File: config.mk
export PLATFORM = sky130hd
export DESIGN_NAME = sfs_front
export DESIGN_NICKNAME = d
export VERILOG_FILES = /design/src/core/sfs_sync.v /design/src/core/sfs_shift.v /design/src/core/sfs_front.v
export VERILOG_INCLUDE_DIRS = /design/src /design/src/core
export SDC_FILE = /design/constraint.sdc
export NUM_CORES = 1
export LEC_CHECK = 0
export ABC_AREA = 1
export BUFFER_PORTS_ARGS = -buffer_cell sky130_fd_sc_hd__buf_2
export CAP_MARGIN = 20
export CORE_UTILIZATION = 51
export CTS_CLUSTER_SIZE = 10
export DETAILED_ROUTE_END_ITERATION = 6
export GPL_TIMING_DRIVEN = 1
export PLACE_DENSITY = 0.79
export SYNTH_ARGS = -nofsm -noshare
export SYNTH_HDL_FRONTEND = slang
export SYNTH_SLANG_ARGS = --single-unit
File: constraint.sdc
create_clock -name hclk -period 4.7 [get_ports hclk]
set_input_delay 0.94 -clock hclk [delete_from_list [all_inputs] [get_ports hclk]]
set_output_delay 0.94 -clock hclk [all_outputs]
set_load 0.03 [all_outputs]
File: src/core/sfs_map.vh
/*
 constants for the serial flash front end: opcodes, status bit positions,
 power-up values, erase geometry and register byte offsets.
 assumes it is included by the design files by bare name.
*/
`ifndef SFS_MAP_VH
`define SFS_MAP_VH

// opcodes
`define SFS_OP_WRITE_STATUS_CMD    8'h01
`define SFS_OP_READ    8'h03
`define SFS_OP_WRDI    8'h04
`define SFS_OP_RDSR    8'h05
`define SFS_OP_WREN    8'h06
`define SFS_OP_RDSR1   8'h35
`define SFS_OP_AAI     8'hAD
`define SFS_OP_SE4K    8'h20
`define SFS_OP_BE32K   8'h52
`define SFS_OP_BE64K   8'hD8

// frame byte counts needed before commit, and the byte counter ceiling
`define SFS_N_WRITE_STATUS_CMD     3'h2
`define SFS_N_WRSR1    3'h3
`define SFS_N_ADDR     3'h4
`define SFS_N_AAI      3'h6
`define SFS_N_MAX      3'h7

// status byte bit positions
`define SFS_ST_BUSY    0
`define SFS_ST_WEL     1
`define SFS_ST_BP0     2
`define SFS_ST_BP1     3
`define SFS_ST_AAI     6
`define SFS_ST_BPL     7
// status byte 1 bit positions
`define SFS_ST1_TSP    2
`define SFS_ST1_BSP    3

// power-up values
`define SFS_RST_BP     1'h1
`define SFS_RST_BPL    1'h0
`define SFS_RST_SECT   1'h0

// erase geometry as address shifts: 4 KByte, 32 KByte, 64 KByte
`define SFS_SH_4K      5'h0C
`define SFS_SH_32K     5'h0F
`define SFS_SH_64K     5'h10
`define SFS_EK_NONE    2'h0
`define SFS_EK_4K      2'h1
`define SFS_EK_32K     2'h2
`define SFS_EK_64K     2'h3

// register byte offsets
`define SFS_REG_CTRL   8'h00
`define SFS_REG_STAT   8'h04
`define SFS_REG_EVT    8'h08
`define SFS_REG_ERASE  8'h0C
`define SFS_REG_RX     8'h10
`define SFS_REG_TX     8'h14

// control and event bits
`define SFS_CT_BUSY    0
`define SFS_CT_RBEN    1
`define SFS_EV_ERASE   0
`define SFS_EV_REJ     1
`define SFS_EV_WRITE_STATUS_CMD    2

`endif

File: src/core/sfs_sync.v
/*
 two-flop synchroniser for a group of pin levels.
 assumes inputs are asynchronous levels; first stage feeds only the second.
*/
`timescale 1ns/10ps
`default_nettype none

module sfs_sync #(
   parameter W = 5
) (
   // clock and reset
   input  wire         clk,
   input  wire         rst_n,
   // levels
   input  wire [W-1:0] async_i,
   output wire [W-1:0] sync_o
);

   reg [W-1:0] meta_q;
   reg [W-1:0] sync_q;

   // reset to all ones: the pins idle high
   always @(posedge clk or negedge rst_n) begin
      if (!rst_n) begin
         meta_q <= {W{1'b1}};
         sync_q <= {W{1'b1}};
      end else begin
         meta_q <= async_i;
         sync_q <= meta_q;
      end
   end

   assign sync_o = sync_q;

endmodule

`default_nettype wire

File: src/core/sfs_shift.v
/*
 serial byte engine: shifts in on sample strobes, shifts out on drive strobes.
 assumes strobes are single-cycle pulses in the hclk domain, already gated by hold.
*/
`timescale 1ns/10ps
`default_nettype none

module sfs_shift #(
   parameter W  = 8,
   parameter CW = 3
) (
   // clock and reset
   input  wire         clk,
   input  wire         rst_n,
   // control
   input  wire         clr,
   input  wire         smp,
   input  wire         shf,
   input  wire         sdi,
   input  wire         ld,
   input  wire [W-1:0] ld_data,
   // results
   output reg  [W-1:0] rx_q,
   output reg          done_q,
   output reg          sdo_q
);

   localparam integer  LASTI = W - 1;
   localparam [CW-1:0] LAST  = LASTI[CW-1:0];

   reg [CW-1:0] bitc_q;
   reg [W-1:0]  in_q;
   reg [W-1:0]  out_q;

   always @(posedge clk or negedge rst_n) begin
      if (!rst_n) begin
         bitc_q <= {CW{1'b0}};
         in_q   <= {W{1'b0}};
         out_q  <= {W{1'b0}};
         rx_q   <= {W{1'b0}};
         done_q <= 1'b0;
         sdo_q  <= 1'b0;
      end else begin
         done_q <= 1'b0;
         if (clr) begin
            // new frame: bit position restarts, stale output dropped
            bitc_q <= {CW{1'b0}};
            out_q  <= {W{1'b0}};
         end else begin
            if (smp) begin
               in_q   <= {in_q[W-2:0], sdi};
               bitc_q <= (bitc_q == LAST) ? {CW{1'b0}} : bitc_q + 1'b1;
               if (bitc_q == LAST) begin
                  rx_q   <= {in_q[W-2:0], sdi};
                  done_q <= 1'b1;
               end
            end
            if (ld) begin
               out_q <= ld_data;
            end else if (shf) begin
               sdo_q <= out_q[W-1];
               out_q <= {out_q[W-2:0], 1'b0};
            end
         end
      end
   end

endmodule

`default_nettype wire

File: src/core/sfs_front.v
/*
 spi target front end of a serial flash with hold, write protect and lock-down,
 plus an ahb-lite register slave for the array-side software.
 assumes pins arrive asynchronous to hclk and sck is well below hclk/8.
*/
//
// Function
// - serial input is sampled on each rising edge of the serial clock while selected and not in hold.
// - the serial output changes only after falling edges, one bit per edge.
// - during auto-increment programming the output line may show ready/busy instead of data.
// - spi modes 0 and 3 both work, with the same sampling and driving edges.
// - erase addresses are decoded into 4 KByte sectors and 32 or 64 KByte blocks.
// - hold begins when hold is low during a clock-low phase, at once or at the next one.
// - hold ends when hold is high during a clock-low phase, at once or at the next one.
// - in hold the output floats and clock and input levels are ignored.
// - hold freezes the transfer without losing the bit position.
// - select rising in hold abandons the transfer, hold stays while the hold pin is low.
// - a write-status command is refused when write protect is low and lock-down is set.
// - while locked, lock-down, block protect and sector protect bits cannot change.
// - at power-up the lock-down bit is cleared.
`timescale 1ns/10ps
`default_nettype none
`include "sfs_map.vh"

module sfs_front (
   // clock and reset
   input  wire        hclk,
   input  wire        hresetn,
   // ahb-lite slave
   input  wire        hsel,
   input  wire [7:0]  haddr,
   input  wire [1:0]  htrans,
   input  wire        hwrite,
   input  wire [2:0]  hsize,
   input  wire [31:0] hwdata,
   input  wire        hready,
   output wire        hreadyout,
   output wire        hresp,
   output reg  [31:0] hrdata,
   // spi pins
   input  wire        sck,
   input  wire        ce_n,
   input  wire        si,
   input  wire        hold_n,
   input  wire        wp_n,
   output reg         so_o,
   output reg         so_oe
);

   // pin synchronisation
   wire [4:0] pins_s;
   wire       sck_s;
   wire       ce_n_s;
   wire       si_s;
   wire       hold_n_s;
   wire       wp_n_s;

   sfs_sync #(
      .W       (5)
   ) u_sync (
      .clk     (hclk),
      .rst_n   (hresetn),
      .async_i ({sck, ce_n, si, hold_n, wp_n}),
      .sync_o  (pins_s)
   );

   assign sck_s    = pins_s[4];
   assign ce_n_s   = pins_s[3];
   assign si_s     = pins_s[2];
   assign hold_n_s = pins_s[1];
   assign wp_n_s   = pins_s[0];

   // edge detection on synchronised levels
   reg  sck_d_q;
   reg  ce_n_d_q;
   reg  hold_q;
   wire sel      = ~ce_n_s;
   wire ce_fall  = ~ce_n_s & ce_n_d_q;
   wire ce_rise  = ce_n_s & ~ce_n_d_q;
   wire sck_rise = sck_s & ~sck_d_q & sel & ~hold_q;
   wire sck_fall = ~sck_s & sck_d_q & sel & ~hold_q;

   always @(posedge hclk or negedge hresetn) begin
      if (!hresetn) begin
         sck_d_q  <= 1'b0;
         ce_n_d_q <= 1'b1;
      end else begin
         // idle level of sck is not assumed, so mode 0 and mode 3 look alike
         sck_d_q  <= sck_s;
         ce_n_d_q <= ce_n_s;
      end
   end

   // hold state, judged only in clock-low phases
   reg hold_d;
   always @* begin
      hold_d = hold_q;
      if (!hold_q) begin
         if (sel && !hold_n_s && !sck_s) begin
            hold_d = 1'b1;
         end
      end else if (hold_n_s && !sck_s) begin
         hold_d = 1'b0;
      end
   end

   // hold stays up across deselect while the pin is low
   always @(posedge hclk or negedge hresetn) begin
      if (!hresetn) begin
         hold_q <= 1'b0;
      end else begin
         hold_q <= hold_d;
      end
   end

   // software-visible state
   reg  [1:0]  ctrl_q;
   reg  [7:0]  tx_q;
   reg  [2:0]  evt_q;
   reg  [1:0]  ek_q;
   reg  [23:0] ebase_q;
   wire        busy = ctrl_q[`SFS_CT_BUSY];

   // device status state
   reg bp0_q;
   reg bp1_q;
   reg bpl_q;
   reg tsp_q;
   reg bsp_q;
   reg wel_q;
   reg aai_q;

   wire [7:0] stat0 = {bpl_q, aai_q, 2'h0, bp1_q, bp0_q, wel_q, busy};
   wire [7:0] stat1 = {4'h0, bsp_q, tsp_q, 2'h0};

   // frame tracking
   wire [7:0]  rx_byte;
   wire        byte_done;
   wire        sdo;
   reg  [2:0]  bcnt_q;
   reg  [7:0]  op_q;
   reg  [23:0] addr_q;
   reg  [7:0]  d1_q;
   reg  [7:0]  d2_q;
   reg         drive_q;

   // opcode in force, including the byte that just completed
   wire [7:0] cmd_now  = (bcnt_q == 3'h0) ? rx_byte : op_q;
   reg  [7:0] tx_next;
   reg        tx_rd;

   always @* begin
      tx_next = 8'h00;
      tx_rd   = 1'b0;
      case (cmd_now)
         `SFS_OP_RDSR: begin
            tx_next = stat0;
            tx_rd   = 1'b1;
         end
         `SFS_OP_RDSR1: begin
            tx_next = stat1;
            tx_rd   = 1'b1;
         end
         `SFS_OP_READ: begin
            tx_next = tx_q;
            tx_rd   = (bcnt_q >= 3'h3);
         end
         default: begin
            tx_next = 8'h00;
            tx_rd   = 1'b0;
         end
      endcase
   end

   sfs_shift #(
      .W       (8),
      .CW      (3)
   ) u_shift (
      .clk     (hclk),
      .rst_n   (hresetn),
      .clr     (ce_fall),
      .smp     (sck_rise),
      .shf     (sck_fall),
      .sdi     (si_s),
      .ld      (byte_done),
      .ld_data (tx_next),
      .rx_q    (rx_byte),
      .done_q  (byte_done),
      .sdo_q   (sdo)
   );

   // bit position lives in the shift engine and is untouched by hold
   always @(posedge hclk or negedge hresetn) begin
      if (!hresetn) begin
         bcnt_q  <= 3'h0;
         op_q    <= 8'h00;
         addr_q  <= 24'h000000;
         d1_q    <= 8'h00;
         d2_q    <= 8'h00;
         drive_q <= 1'b0;
      end else if (ce_fall) begin
         bcnt_q  <= 3'h0;
         drive_q <= 1'b0;
      end else if (byte_done) begin
         if (bcnt_q != `SFS_N_MAX) begin
            bcnt_q <= bcnt_q + 3'h1;
         end
         if (bcnt_q == 3'h0) begin
            op_q <= rx_byte;
         end
         if (bcnt_q >= 3'h1 && bcnt_q <= 3'h3) begin
            addr_q <= {addr_q[15:0], rx_byte};
         end
         if (bcnt_q == 3'h1) begin
            d1_q <= rx_byte;
         end
         if (bcnt_q == 3'h2) begin
            d2_q <= rx_byte;
         end
         drive_q <= tx_rd;
      end
   end

   // commit only a whole command, and never one cut off in hold
   wire commit = ce_rise & ~hold_q;
   wire locked = ~wp_n_s & bpl_q;

   // base address aligned to the erase unit
   function [23:0] align;
      input [23:0] a;
      input [4:0]  sh;
      begin
         align = (a >> sh) << sh;
      end
   endfunction

   // ahb-lite address phase
   reg        ph_wr_q;
   reg  [7:0] ph_addr_q;
   wire       ap  = hsel & hready & htrans[1];
   wire       evw = ph_wr_q && (ph_addr_q == `SFS_REG_EVT);
   wire [2:0] evclr = evw ? hwdata[2:0] : 3'h0;

   always @(posedge hclk or negedge hresetn) begin
      if (!hresetn) begin
         bp0_q   <= `SFS_RST_BP;
         bp1_q   <= `SFS_RST_BP;
         bpl_q   <= `SFS_RST_BPL;
         tsp_q   <= `SFS_RST_SECT;
         bsp_q   <= `SFS_RST_SECT;
         wel_q   <= 1'b0;
         aai_q   <= 1'b0;
         evt_q   <= 3'h0;
         ek_q    <= `SFS_EK_NONE;
         ebase_q <= 24'h000000;
      end else begin
         // set wins over a software clear in the same cycle
         evt_q <= evt_q & ~evclr;
         if (commit) begin
            case (op_q)
               `SFS_OP_WREN: begin
                  if (bcnt_q == 3'h1) begin
                     wel_q <= 1'b1;
                  end
               end
               `SFS_OP_WRDI: begin
                  if (bcnt_q == 3'h1) begin
                     wel_q <= 1'b0;
                     aai_q <= 1'b0;
                  end
               end
               `SFS_OP_WRITE_STATUS_CMD: begin
                  if (bcnt_q >= `SFS_N_WRITE_STATUS_CMD) begin
                     if (locked) begin
                        // nothing protected may move while locked
                        evt_q[`SFS_EV_REJ] <= 1'b1;
                     end else begin
                        bp0_q <= d1_q[`SFS_ST_BP0];
                        bp1_q <= d1_q[`SFS_ST_BP1];
                        bpl_q <= d1_q[`SFS_ST_BPL];
                        if (bcnt_q >= `SFS_N_WRSR1) begin
                           tsp_q <= d2_q[`SFS_ST1_TSP];
                           bsp_q <= d2_q[`SFS_ST1_BSP];
                        end
                        wel_q <= 1'b0;
                        evt_q[`SFS_EV_WRITE_STATUS_CMD] <= 1'b1;
                     end
                  end
               end
               `SFS_OP_AAI: begin
                  if (bcnt_q >= `SFS_N_AAI) begin
                     aai_q <= 1'b1;
                  end
               end
               `SFS_OP_SE4K: begin
                  if (bcnt_q >= `SFS_N_ADDR) begin
                     ek_q    <= `SFS_EK_4K;
                     ebase_q <= align(addr_q, `SFS_SH_4K);
                     evt_q[`SFS_EV_ERASE] <= 1'b1;
                  end
               end
               `SFS_OP_BE32K: begin
                  if (bcnt_q >= `SFS_N_ADDR) begin
                     ek_q    <= `SFS_EK_32K;
                     ebase_q <= align(addr_q, `SFS_SH_32K);
                     evt_q[`SFS_EV_ERASE] <= 1'b1;
                  end
               end
               `SFS_OP_BE64K: begin
                  if (bcnt_q >= `SFS_N_ADDR) begin
                     ek_q    <= `SFS_EK_64K;
                     ebase_q <= align(addr_q, `SFS_SH_64K);
                     evt_q[`SFS_EV_ERASE] <= 1'b1;
                  end
               end
               default: begin
                  wel_q <= wel_q;
               end
            endcase
         end
      end
   end

   // output pin: data, or ready/busy in auto-increment mode when ctrl_q[SFS_CT_RBEN] is set
   wire rb_mode = aai_q & ctrl_q[`SFS_CT_RBEN];

   always @(posedge hclk or negedge hresetn) begin
      if (!hresetn) begin
         so_o  <= 1'b0;
         so_oe <= 1'b0;
      end else begin
         // four hclk behind the pin falling edge (two sync stages, the shift flop, this flop), inside the low phase
         so_o  <= rb_mode ? ~busy : sdo;
         so_oe <= sel & ~hold_q & (drive_q | rb_mode);
      end
   end

   // ahb-lite slave: zero wait states, always okay
   assign hreadyout = 1'b1;
   assign hresp     = 1'b0;

   reg [31:0] rd_d;
   always @* begin
      rd_d = 32'h00000000;
      case (haddr)
         `SFS_REG_CTRL:  rd_d = {30'h0, ctrl_q};
         `SFS_REG_STAT:  rd_d = {16'h0, stat1, stat0};
         `SFS_REG_EVT:   rd_d = {29'h0, evt_q};
         `SFS_REG_ERASE: rd_d = {6'h0, ek_q, ebase_q};
         `SFS_REG_RX:    rd_d = {24'h0, rx_byte};
         `SFS_REG_TX:    rd_d = {24'h0, tx_q};
         default:        rd_d = 32'h00000000;
      endcase
   end

   always @(posedge hclk or negedge hresetn) begin
      if (!hresetn) begin
         ph_wr_q   <= 1'b0;
         ph_addr_q <= 8'h00;
         hrdata    <= 32'h00000000;
         ctrl_q    <= 2'h0;
         tx_q      <= 8'h00;
      end else begin
         ph_wr_q <= ap & hwrite;
         if (ap) begin
            ph_addr_q <= haddr;
         end
         if (ap && !hwrite) begin
            hrdata <= rd_d;
         end
         if (ph_wr_q && ph_addr_q == `SFS_REG_CTRL) begin
            ctrl_q <= hwdata[1:0];
         end
         if (ph_wr_q && ph_addr_q == `SFS_REG_TX) begin
            tx_q <= hwdata[7:0];
         end
      end
   end

endmodule

`default_nettype wire

==> results of run 1 <==
cell usage after synthesis, types with 5 or more instances:
cell / n / area (µm²)
clkbuf_1: 10 / 37.5
dfrtp_1: 138 / 3450
nand2_4: 5 / 56.3
o21ai_1: 5 / 25.0
nor3_1: 6 / 30.0
nand2_2: 6 / 37.5
mux2_2: 17 / 191
a21oi_1: 26 / 130
o21ai_0: 95 / 475
buf_4: 14 / 105
inv_1: 67 / 251
nor2_1: 51 / 191
o22ai_1: 6 / 37.5
ha_1: 8 / 100
dfstp_2: 13 / 342
nand3_1: 50 / 250
nand2_1: 194 / 728
state kept, by name (all words and copies together), names as in the netlist, 7 cells and up:
name,cells
addr_q,24
u_shift.in_q,7
ebase_q,12
u_shift.rx_q,8
tx_q,8
hrdata,24
u_shift.out_q,8
ph_addr_q,8
op_q,8
worst max-delay path by stage:
stage / startpoint / to / slack, ps
floorplan: htrans[1] / hrdata[15] / 2650
global placement: htrans[1] / hrdata[19] / 1810
detailed placement: htrans[1] / hrdata[24] / 1720
CTS: htrans[1] / hrdata[25] / 2140
global route: hsel / hrdata[25] / 1810
finish: htrans[1] / hrdata[25] / 2130
cells in the final DEF (no fill, tap or decap), drive strengths merged:
master and instances:
nand2 205, dfrtp 138, o21ai 100, inv 73, nor2 59, buf 56, nand3 52, a21oi 26
clkbuf 18, mux2 17, dfstp 13, conb 10, clkinv 9, ha 8, nor3 8, o22ai 6
nand4 4, nor4 3, a211oi 2, a31oi 2, bufinv 2, clkinvlp 2, nand3b 1, o22a 1
o31ai 1
power breakdown:
group          switching (W)  total [W]  internal [W]
combinational      0.0000898   0.000129     0.0000392
clock               0.000551    0.00135      0.000797
sequential         0.0000312    0.00138       0.00135
worst max-delay path, stage by stage:
cell	delay, ps
buf_2	70
nand3_1	390
nor2_1	220
buf_4	280
clkinv_1	580
nand2_1	250
o21ai_0	120
logic make-up (layout without fill, tap and decap cells):
kind of cell / after synthesis / in the layout / share of synthesized area, %
and+or+nand+nor: 332 / 332 / 22.3
DFF: 151 / 151 / 56.1
muxes: 17 / 17 / 2.83
buffers and inverters: 101 / 160 / 6.61
other: 2 / 10 / 0.111
adders and majority gates: 8 / 8 / 1.48
AOI/OAI and AO/OA: 138 / 138 / 10.5
area by class of cell:
cell class | instances | area share, %
Inverter | 72 | 3.53
Multi-Input combinational cell | 505 | 33.1
Sequential cell | 151 | 49.1
Clock inverter | 14 | 1.94
Timing Repair Buffer | 56 | 3.84
Tap cell | 172 | 2.79
Clock buffer | 18 | 5.69
metrics by stage:
stage	setup WS (ps)	hold slack (ps)
final	2130	355
after global routing	1810	358
after CTS	2140	356
after detailed placement	1720	347
after global placement	1810	346
after floorplan	2650	345
per-layer routing:
metal,part of all wire [%],vias to the layer above
met2,46,189
met5,0,-
met1,46,2426
li1,-,2525
met3,5.3,34
met4,3.0,0
==> flow_metrics.env, run 1 <==
export IMPL_status="completed"
export IMPL_multi_input_area_um2=2550
export IMPL_grt_pass1_vias=4728
export IMPL_fin_crit_ps=2570
export IMPL_n_antenna_cell=0
export IMPL_slew_headroom_pct=43.0
export IMPL_whs_endpoint="u_sync.sync_o[0]"
export IMPL_slew_violations=0
export IMPL_cellPowerDensity_nw_per_um2=370
export IMPL_rsz0062_at_grt="false"
export IMPL_period_share_pct=54.7
export IMPL_cts_tree="built"
export IMPL_globalplace_congestion=0.903
export IMPL_drt_total_wl_um=13900
export IMPL_ys_seq_elements=151
export IMPL_core_area_um2=12800
export IMPL_top_usage_layer="met2"
export IMPL_crit_path_end_kind="flip-flop"
export IMPL_ctsResizeCount=0
export IMPL_ir_worst_vdd_uv=192
export IMPL_syn_avg_cell_area_um2=9.03
export IMPL_fmax_mhz=389
export IMPL_grt_ovfl_total=0
export IMPL_power_w=0.00286
export IMPL_post_route_util_pct=60.5
export IMPL_io_pins=91
export IMPL_worst_pin_slew_ps=855
export IMPL_dieArea_um2=13700
export IMPL_reg2reg_depth=12
export IMPL_rr_endpoint="u_shift.out_q[1]"
export IMPL_dp_cells=956
export IMPL_fin_nets=866
export IMPL_wl_per_cell_um=14.0
export IMPL_path_class="primary input to flip-flop"
export IMPL_syn2layout_area_growth_pct=14.2
export IMPL_drive_gt1_share_pct=17.9
export IMPL_use_met3_pct=5.56
export IMPL_grt_max_degree=93
export IMPL_antenna_found_initial=0
export IMPL_finalNonFillerCells=988
export IMPL_reg2reg_from="bcnt_q[1]"
export IMPL_hold_path_startpoint="u_sync.meta_q[0]"
export IMPL_port_buffers=52
export IMPL_final_antenna_net_count=0
export IMPL_hold_viol_final=0
export IMPL_stdcell_area_um2=7720
export IMPL_required_ps=4990
export IMPL_rrSetupSlack_ps=2300
export IMPL_finalClockSkew_ps=8.70
export IMPL_yosysSeqAreaShare_pct=56.1
export IMPL_die_h_um=117
export IMPL_vias=5174
export IMPL_cts_buffer_depth=2
export IMPL_viasPerCell=5.24
export IMPL_post_cts_buffers=0
export IMPL_ys_types=37
export IMPL_clock_sinks=151
export IMPL_grt_pass1_wl_um=22700
export IMPL_synth_edff_count=0
export IMPL_leakage_nw=3.83
export IMPL_maxCapViolCount=0
export IMPL_die_w_um=117
export IMPL_drt_iter0_markers=411
export IMPL_dpl_cell_area_um2=7130
export IMPL_dpl_hpwl_um=9500
export IMPL_cts_root_buffer="clkbuf_16"
export IMPL_synth_top_flop_cell="dfrtp_1"
export IMPL_holdBufCountCts=0
export IMPL_ys_warn_count=0
export IMPL_syn_inst=749
export IMPL_grtUsageMet2_pct=33.3
export IMPL_met1_usage_pct=29.2
export IMPL_regArea_um2=3790
export IMPL_insertion_delay_ps=430
export IMPL_path_clk_slew_ps=60
export IMPL_grtUsageTotal_pct=22.0
export IMPL_cts_buffers_inserted=17
export IMPL_start_kind="primary input"
export IMPL_setup_viol=0
export IMPL_start_util_pct=52.9
export IMPL_cts_max_level=4
export IMPL_row_count=41
export IMPL_tns_ps=0
export IMPL_synthArstFlopShare_pct=100
export IMPL_fillCellCount=1065
export IMPL_drc=0
export IMPL_worst_ep_arrival_time_ps=2860
export IMPL_worstHoldPathCells=0
export IMPL_drtPass1Iterations=5
export IMPL_hold_class="flip-flop to flip-flop"
export IMPL_crit_fanout=26
export IMPL_syn_cell_area_um2=6760
No activity file was read; power rests on OpenSTA's default activity.
==> run 2, diff against run 1 <==
==> constraint.sdc (replaced) <==
create_clock -name hclk -period 2.45 [get_ports hclk]
set_input_delay 0.49 -clock hclk [delete_from_list [all_inputs] [get_ports hclk]]
set_output_delay 0.49 -clock hclk [all_outputs]
set_load 0.03 [all_outputs]
==> flow_metrics.env, run 2 (synthesis gave the netlist of run 1 again) <==
export IMPL_status="completed"
export IMPL_worst_pin_slew_ps=649
export IMPL_cts_buffer_depth=2
export IMPL_cts_root_buffer="clkbuf_16"
export IMPL_io_pins=91
export IMPL_drt_iter0_markers=352
export IMPL_cts_tree="built"
export IMPL_start_util_pct=52.9
export IMPL_drive_gt1_share_pct=19.1
export IMPL_dieArea_um2=13700
export IMPL_globalplace_congestion=0.937
export IMPL_path_clk_slew_ps=60
export IMPL_drc=0
export IMPL_final_common_cell="nand2_1"
export IMPL_maxCapViolCount=0
export IMPL_row_count=41
export IMPL_vias=5206
export IMPL_start_kind="flip-flop"
export IMPL_core_area_um2=12800
export IMPL_final_antenna_net_count=0
export IMPL_wl_per_cell_um=14.1
export IMPL_rsz0062_at_grt="false"
export IMPL_fin_crit_ps=2140
export IMPL_dpl_hpwl_um=9810
export IMPL_fmax_mhz=467
export IMPL_antenna_found_initial=0
export IMPL_top_regs="addr_q: 24 flops, hrdata: 24 flops, ebase_q: 12 flops"
export IMPL_die_h_um=117
export IMPL_leakage_nw=3.88
export IMPL_ir_worst_vdd_uv=494
export IMPL_syn2layout_area_growth_pct=15.7
export IMPL_hold_worst_slack_ps=13.9
export IMPL_grtUsageTotal_pct=22.4
export IMPL_slew_headroom_pct=56.5
export IMPL_cts_max_level=4
export IMPL_viasPerCell=5.22
export IMPL_fin_nets=877
export IMPL_drt_total_wl_um=14100
export IMPL_crit_path_end_kind="flip-flop"
export IMPL_die_w_um=117
export IMPL_setup_viol=0
export IMPL_required_ps=2790
export IMPL_grt_pass1_vias=4867
export IMPL_slew_violations=0
export IMPL_drtPass1Iterations=5
export IMPL_cts_buffers_inserted=17
export IMPL_grt_ovfl_total=0
export IMPL_hold_viol_final=0
export IMPL_grt_max_degree=57
export IMPL_worst_ep_arrival_time_ps=2490
export IMPL_insertion_delay_ps=430
export IMPL_port_buffers=52
export IMPL_clock_sinks=151
export IMPL_n_antenna_cell=0
export IMPL_period_share_pct=87.5
export IMPL_layout_common_cells="nand2_1, dfrtp_1, o21ai_0"
export IMPL_path_class="flip-flop to flip-flop"
export IMPL_crit_fanout=10
export IMPL_grt_pass1_wl_um=23000
export IMPL_holdBufCountCts=0
export IMPL_tns_ps=0
export IMPL_finalClockSkew_ps=7.96
export IMPL_cellPowerDensity_nw_per_um2=700
export IMPL_hold_class="primary input to asynchronous set/reset pin"
run 2: worst max-delay path, stage by stage, from the launching register on:
cell and delay (ps):
dfrtp_1 400, inv_1 190, ha_4 240, inv_1 50, nor2_1 120, nand2_1 70, nand2_1 80, nand2_1 90
nor2_4 260, nand2_4 120, o21ai_1 160, nand3_1 110, a21oi_1 170
run 2: worst paths after layout:
check,start,to,slack [ps],depth (start not counted)
hold reg to reg,u_sync.meta_q[4],u_sync.sync_o[4],360,0
hold / removal,hresetn,so_oe,10,1
min in group hclk,wp_n,u_sync.meta_q[0],160,1
max in group asynchronous,hresetn,u_sync.sync_o[0],1670,2
setup reg to reg,bcnt_q[0],u_shift.out_q[1],310,12
setup / recovery,bcnt_q[0],u_shift.out_q[1],310,12
run 2: final cells by class:
type	instances	area (µm²)
flip-flops and latches	151	3790
inverters	72	273
clock buffers	18	439
well taps	172	215
clock inverters	13	145
fillers	1040	4950
multi-input cells	505	2570
repair buffers	67	392
run 2: timing repair:
item | in CTS | in global routing
resized for setup | 0 | 2
setup endpoints to repair | 0 | 9
endpoints found under the hold margin | 0 | 0
setup buffers | 0 | 0
run 2: per-layer routing:
metal  track usage (%)  wire length (µm)  up-vias
li1                  -                 -     2551
met1              28.7              6330     2459
met2              36.2              6550      161
met3              5.30               775       35
met4              10.4               403        0
met5                 0                 0        -
run 2: through the flow:
step / power (W) / setup slack [ps] / utilization [%] / std cells / cell area (µm²)
3_3_place_gp: 0.00294 / 206 / 56.6 / 967 / 7230
6_report: 0.00548 / 307 / 61.3 / 998 / 7830
3_5_place_dp: 0.00295 / 206 / 56.6 / 967 / 7230
4_1_cts: 0.00552 / 148 / 61.2 / 998 / 7810
5_1_grt: 0.00567 / 77.1 / 61.3 / 998 / 7830
2_1_floorplan: 0.00283 / 618 / - / 757 / 6790
run 2: power by group:
part	internal (W)	switching, W
registers	0.00259	0.0000596
clock network	0.00153	0.00104
logic	0.0000810	0.000176
==> run 3, diff against run 2 <==
--- a/config.mk
+++ b/config.mk
@@ -9,11 +9,13 @@
 export ABC_AREA = 1
 export BUFFER_PORTS_ARGS = -buffer_cell sky130_fd_sc_hd__buf_2
 export CAP_MARGIN = 20
-export CORE_UTILIZATION = 51
+export CELL_PAD_IN_SITES_DETAIL_PLACEMENT = 0
+export CELL_PAD_IN_SITES_GLOBAL_PLACEMENT = 1
+export CORE_UTILIZATION = 44
 export CTS_CLUSTER_SIZE = 10
 export DETAILED_ROUTE_END_ITERATION = 6
 export GPL_TIMING_DRIVEN = 1
-export PLACE_DENSITY = 0.79
+export PLACE_DENSITY = 0.87
 export SYNTH_ARGS = -nofsm -noshare
 export SYNTH_HDL_FRONTEND = slang
 export SYNTH_SLANG_ARGS = --single-unit
==> flow_metrics.env, run 3 (synthesis gave the netlist of run 1 again) <==
export IMPL_cts_max_level=4
export IMPL_path_clk_slew_ps=60
export IMPL_dieArea_um2=15900
export IMPL_cts_buffer_depth=2
export IMPL_power_w=0.00558
export IMPL_drt_iter0_markers=423
export IMPL_grt_max_degree=56
export IMPL_drtPass1Iterations=5
export IMPL_cts_tree="built"
export IMPL_path_class="flip-flop to flip-flop"
export IMPL_layout_common_cells="nand2_1, dfrtp_1, o21ai_0"
export IMPL_top_regs="addr_q: 24 flops, hrdata: 24 flops, ebase_q: 12 flops"
export IMPL_internal_power_w=0.00434
export IMPL_swShare_pct=22.3
export IMPL_grt_pass1_wl_um=24000
export IMPL_cts_root_buffer="clkbuf_16"
export IMPL_core_area_um2=14800
export IMPL_comb_power_share_pct=4.6
export IMPL_hold_viol_final=0
export IMPL_start_kind="flip-flop"
export IMPL_antenna_found_initial=0
export IMPL_globalplace_congestion=0.873
export IMPL_leakage_nw=3.92
export IMPL_dpl_hpwl_um=10200
export IMPL_port_buffers=52
export IMPL_slew_headroom_pct=56.3
export IMPL_finalClockSkew_ps=16.1
export IMPL_grt_ovfl_total=0
export IMPL_setup_viol=0
export IMPL_grtUsageTotal_pct=19.4
export IMPL_rsz0062_at_grt="false"
export IMPL_regArea_um2=3790
export IMPL_start_util_pct=45.8
export IMPL_fillCellCount=1350
export IMPL_insertion_delay_ps=430
export IMPL_fin_crit_ps=2180
export IMPL_vias=5105
export IMPL_die_h_um=126
export IMPL_slew_violations=0
export IMPL_crit_path_end_kind="flip-flop"
export IMPL_multi_input_area_um2=2570
export IMPL_fin_ws_ps=269
export IMPL_fin_nets=880
export IMPL_ir_worst_vdd_uv=684
export IMPL_cts_buffers_inserted=17
export IMPL_period_share_pct=89.0
export IMPL_viasPerCell=5.03
export IMPL_hold_class="primary input to asynchronous set/reset pin"
export IMPL_drive_gt1_share_pct=19.2
export IMPL_status="completed"
export IMPL_worst_ep_arrival_time_ps=2530
export IMPL_seq_power_share_pct=47.5
export IMPL_worst_pin_slew_ps=651
export IMPL_tns_ps=0
export IMPL_final_common_cell="nand2_1"
export IMPL_required_ps=2800
export IMPL_maxCapViolCount=0
export IMPL_n_antenna_cell=0
export IMPL_cellPowerDensity_nw_per_um2=706
export IMPL_syn2layout_area_growth_pct=17.0
export IMPL_drt_total_wl_um=14100
export IMPL_hold_worst_slack_ps=33.3
export IMPL_place_ws_ps=218
export IMPL_drc=0
export IMPL_fmax_mhz=459
export IMPL_io_pins=91
export IMPL_wl_per_cell_um=13.9
export IMPL_row_count=44
export IMPL_clock_sinks=151
export IMPL_switchingPower_w=0.00125
export IMPL_crit_fanout=14
export IMPL_grt_pass1_vias=4773
export IMPL_pwr_share_clk_pct=47.9
export IMPL_die_w_um=126
export IMPL_final_antenna_net_count=0
## run 3: cell count changes in the layout (fill, tap and decap cells not counted), sizes merged
cell,delta
clkbuf,+4
buf,+3
clkinvlp,-2
bufinv,+1
clkinv,-1
inv,-1
## run 3: metrics by stage
stage / instances / utilization, % / cell area, µm²
after global placement: 980 / 49.3 / 7280
after CTS: 1012 / 53.4 / 7880
after global routing: 1014 / 53.6 / 7910
after detailed placement: 980 / 49.3 / 7280
final: 1014 / 53.6 / 7910
after floorplan: 757 / - / 6790
## run 3: layout make-up
cell class                      count  area share, %
Multi-Input combinational cell    505           32.4
Timing Repair Buffer               70           5.55
Clock inverter                     10           1.80
Tap cell                          184           2.91
Clock buffer                       22           5.87
Sequential cell                   151           48.0
Inverter                           72           3.45
## run 3: path summary, 6_finish.rpt
kind / start / end / slack [ps] / cells past startpoint
worst max-delay path: bcnt_q[0] / u_shift.out_q[1] / 270 / 12
worst min-delay path: hresetn / ebase_q[19] / 30 / 1
worst max register to register: bcnt_q[0] / u_shift.out_q[1] / 270 / 12
worst min register to register: u_sync.meta_q[4] / u_sync.sync_o[4] / 360 / 0
max in group asynchronous: hresetn / u_sync.meta_q[3] / 1750 / 2
min in group hclk: hold_n / u_sync.meta_q[1] / 160 / 1
## run 3: power groups by stage
stage                     Combinational (W)  Sequential [W]  Clock [W]
final                              0.000257         0.00265    0.00268
after global routing               0.000298         0.00266    0.00284
after CTS                          0.000263         0.00265    0.00271
after detailed placement           0.000263         0.00269          0
after global placement             0.000255         0.00269          0
after floorplan                    0.000144         0.00269          0
## run 3: worst max-delay path, cell delays in order (launching register included)
cell and delay, ps:
dfrtp_1 370, inv_1 110, ha_1 220, buf_4 180
nand2_8 120, nand2_1 60, nand2_1 70, nand2_1 130
nor2_4 240, nand2_4 120, o21ai_1 170, nand3_1 140
a21oi_1 170
## run 3: layer usage
| layer | vias up | wire length, µm | global-route usage, % | part of all wire, % |
|---|---|---|---|---|
| met5 | - | 0 | 0 | 0 |
| met3 | 13 | 492 | 4.16 | 3.5 |
| met2 | 100 | 6430 | 29.5 | 45 |
| met4 | 0 | 221 | 7.02 | 1.6 |
| met1 | 2431 | 7000 | 27.3 | 49 |
| li1 | 2561 | - | - | - |
## run 3: timing repair
item | CTS | global route
setup endpoints to repair | 0 | 2
hold endpoints to repair | 0 | 0
hold buffers | 0 | 0
resized for setup | 0 | 2
buffers inserted | 0 | 2
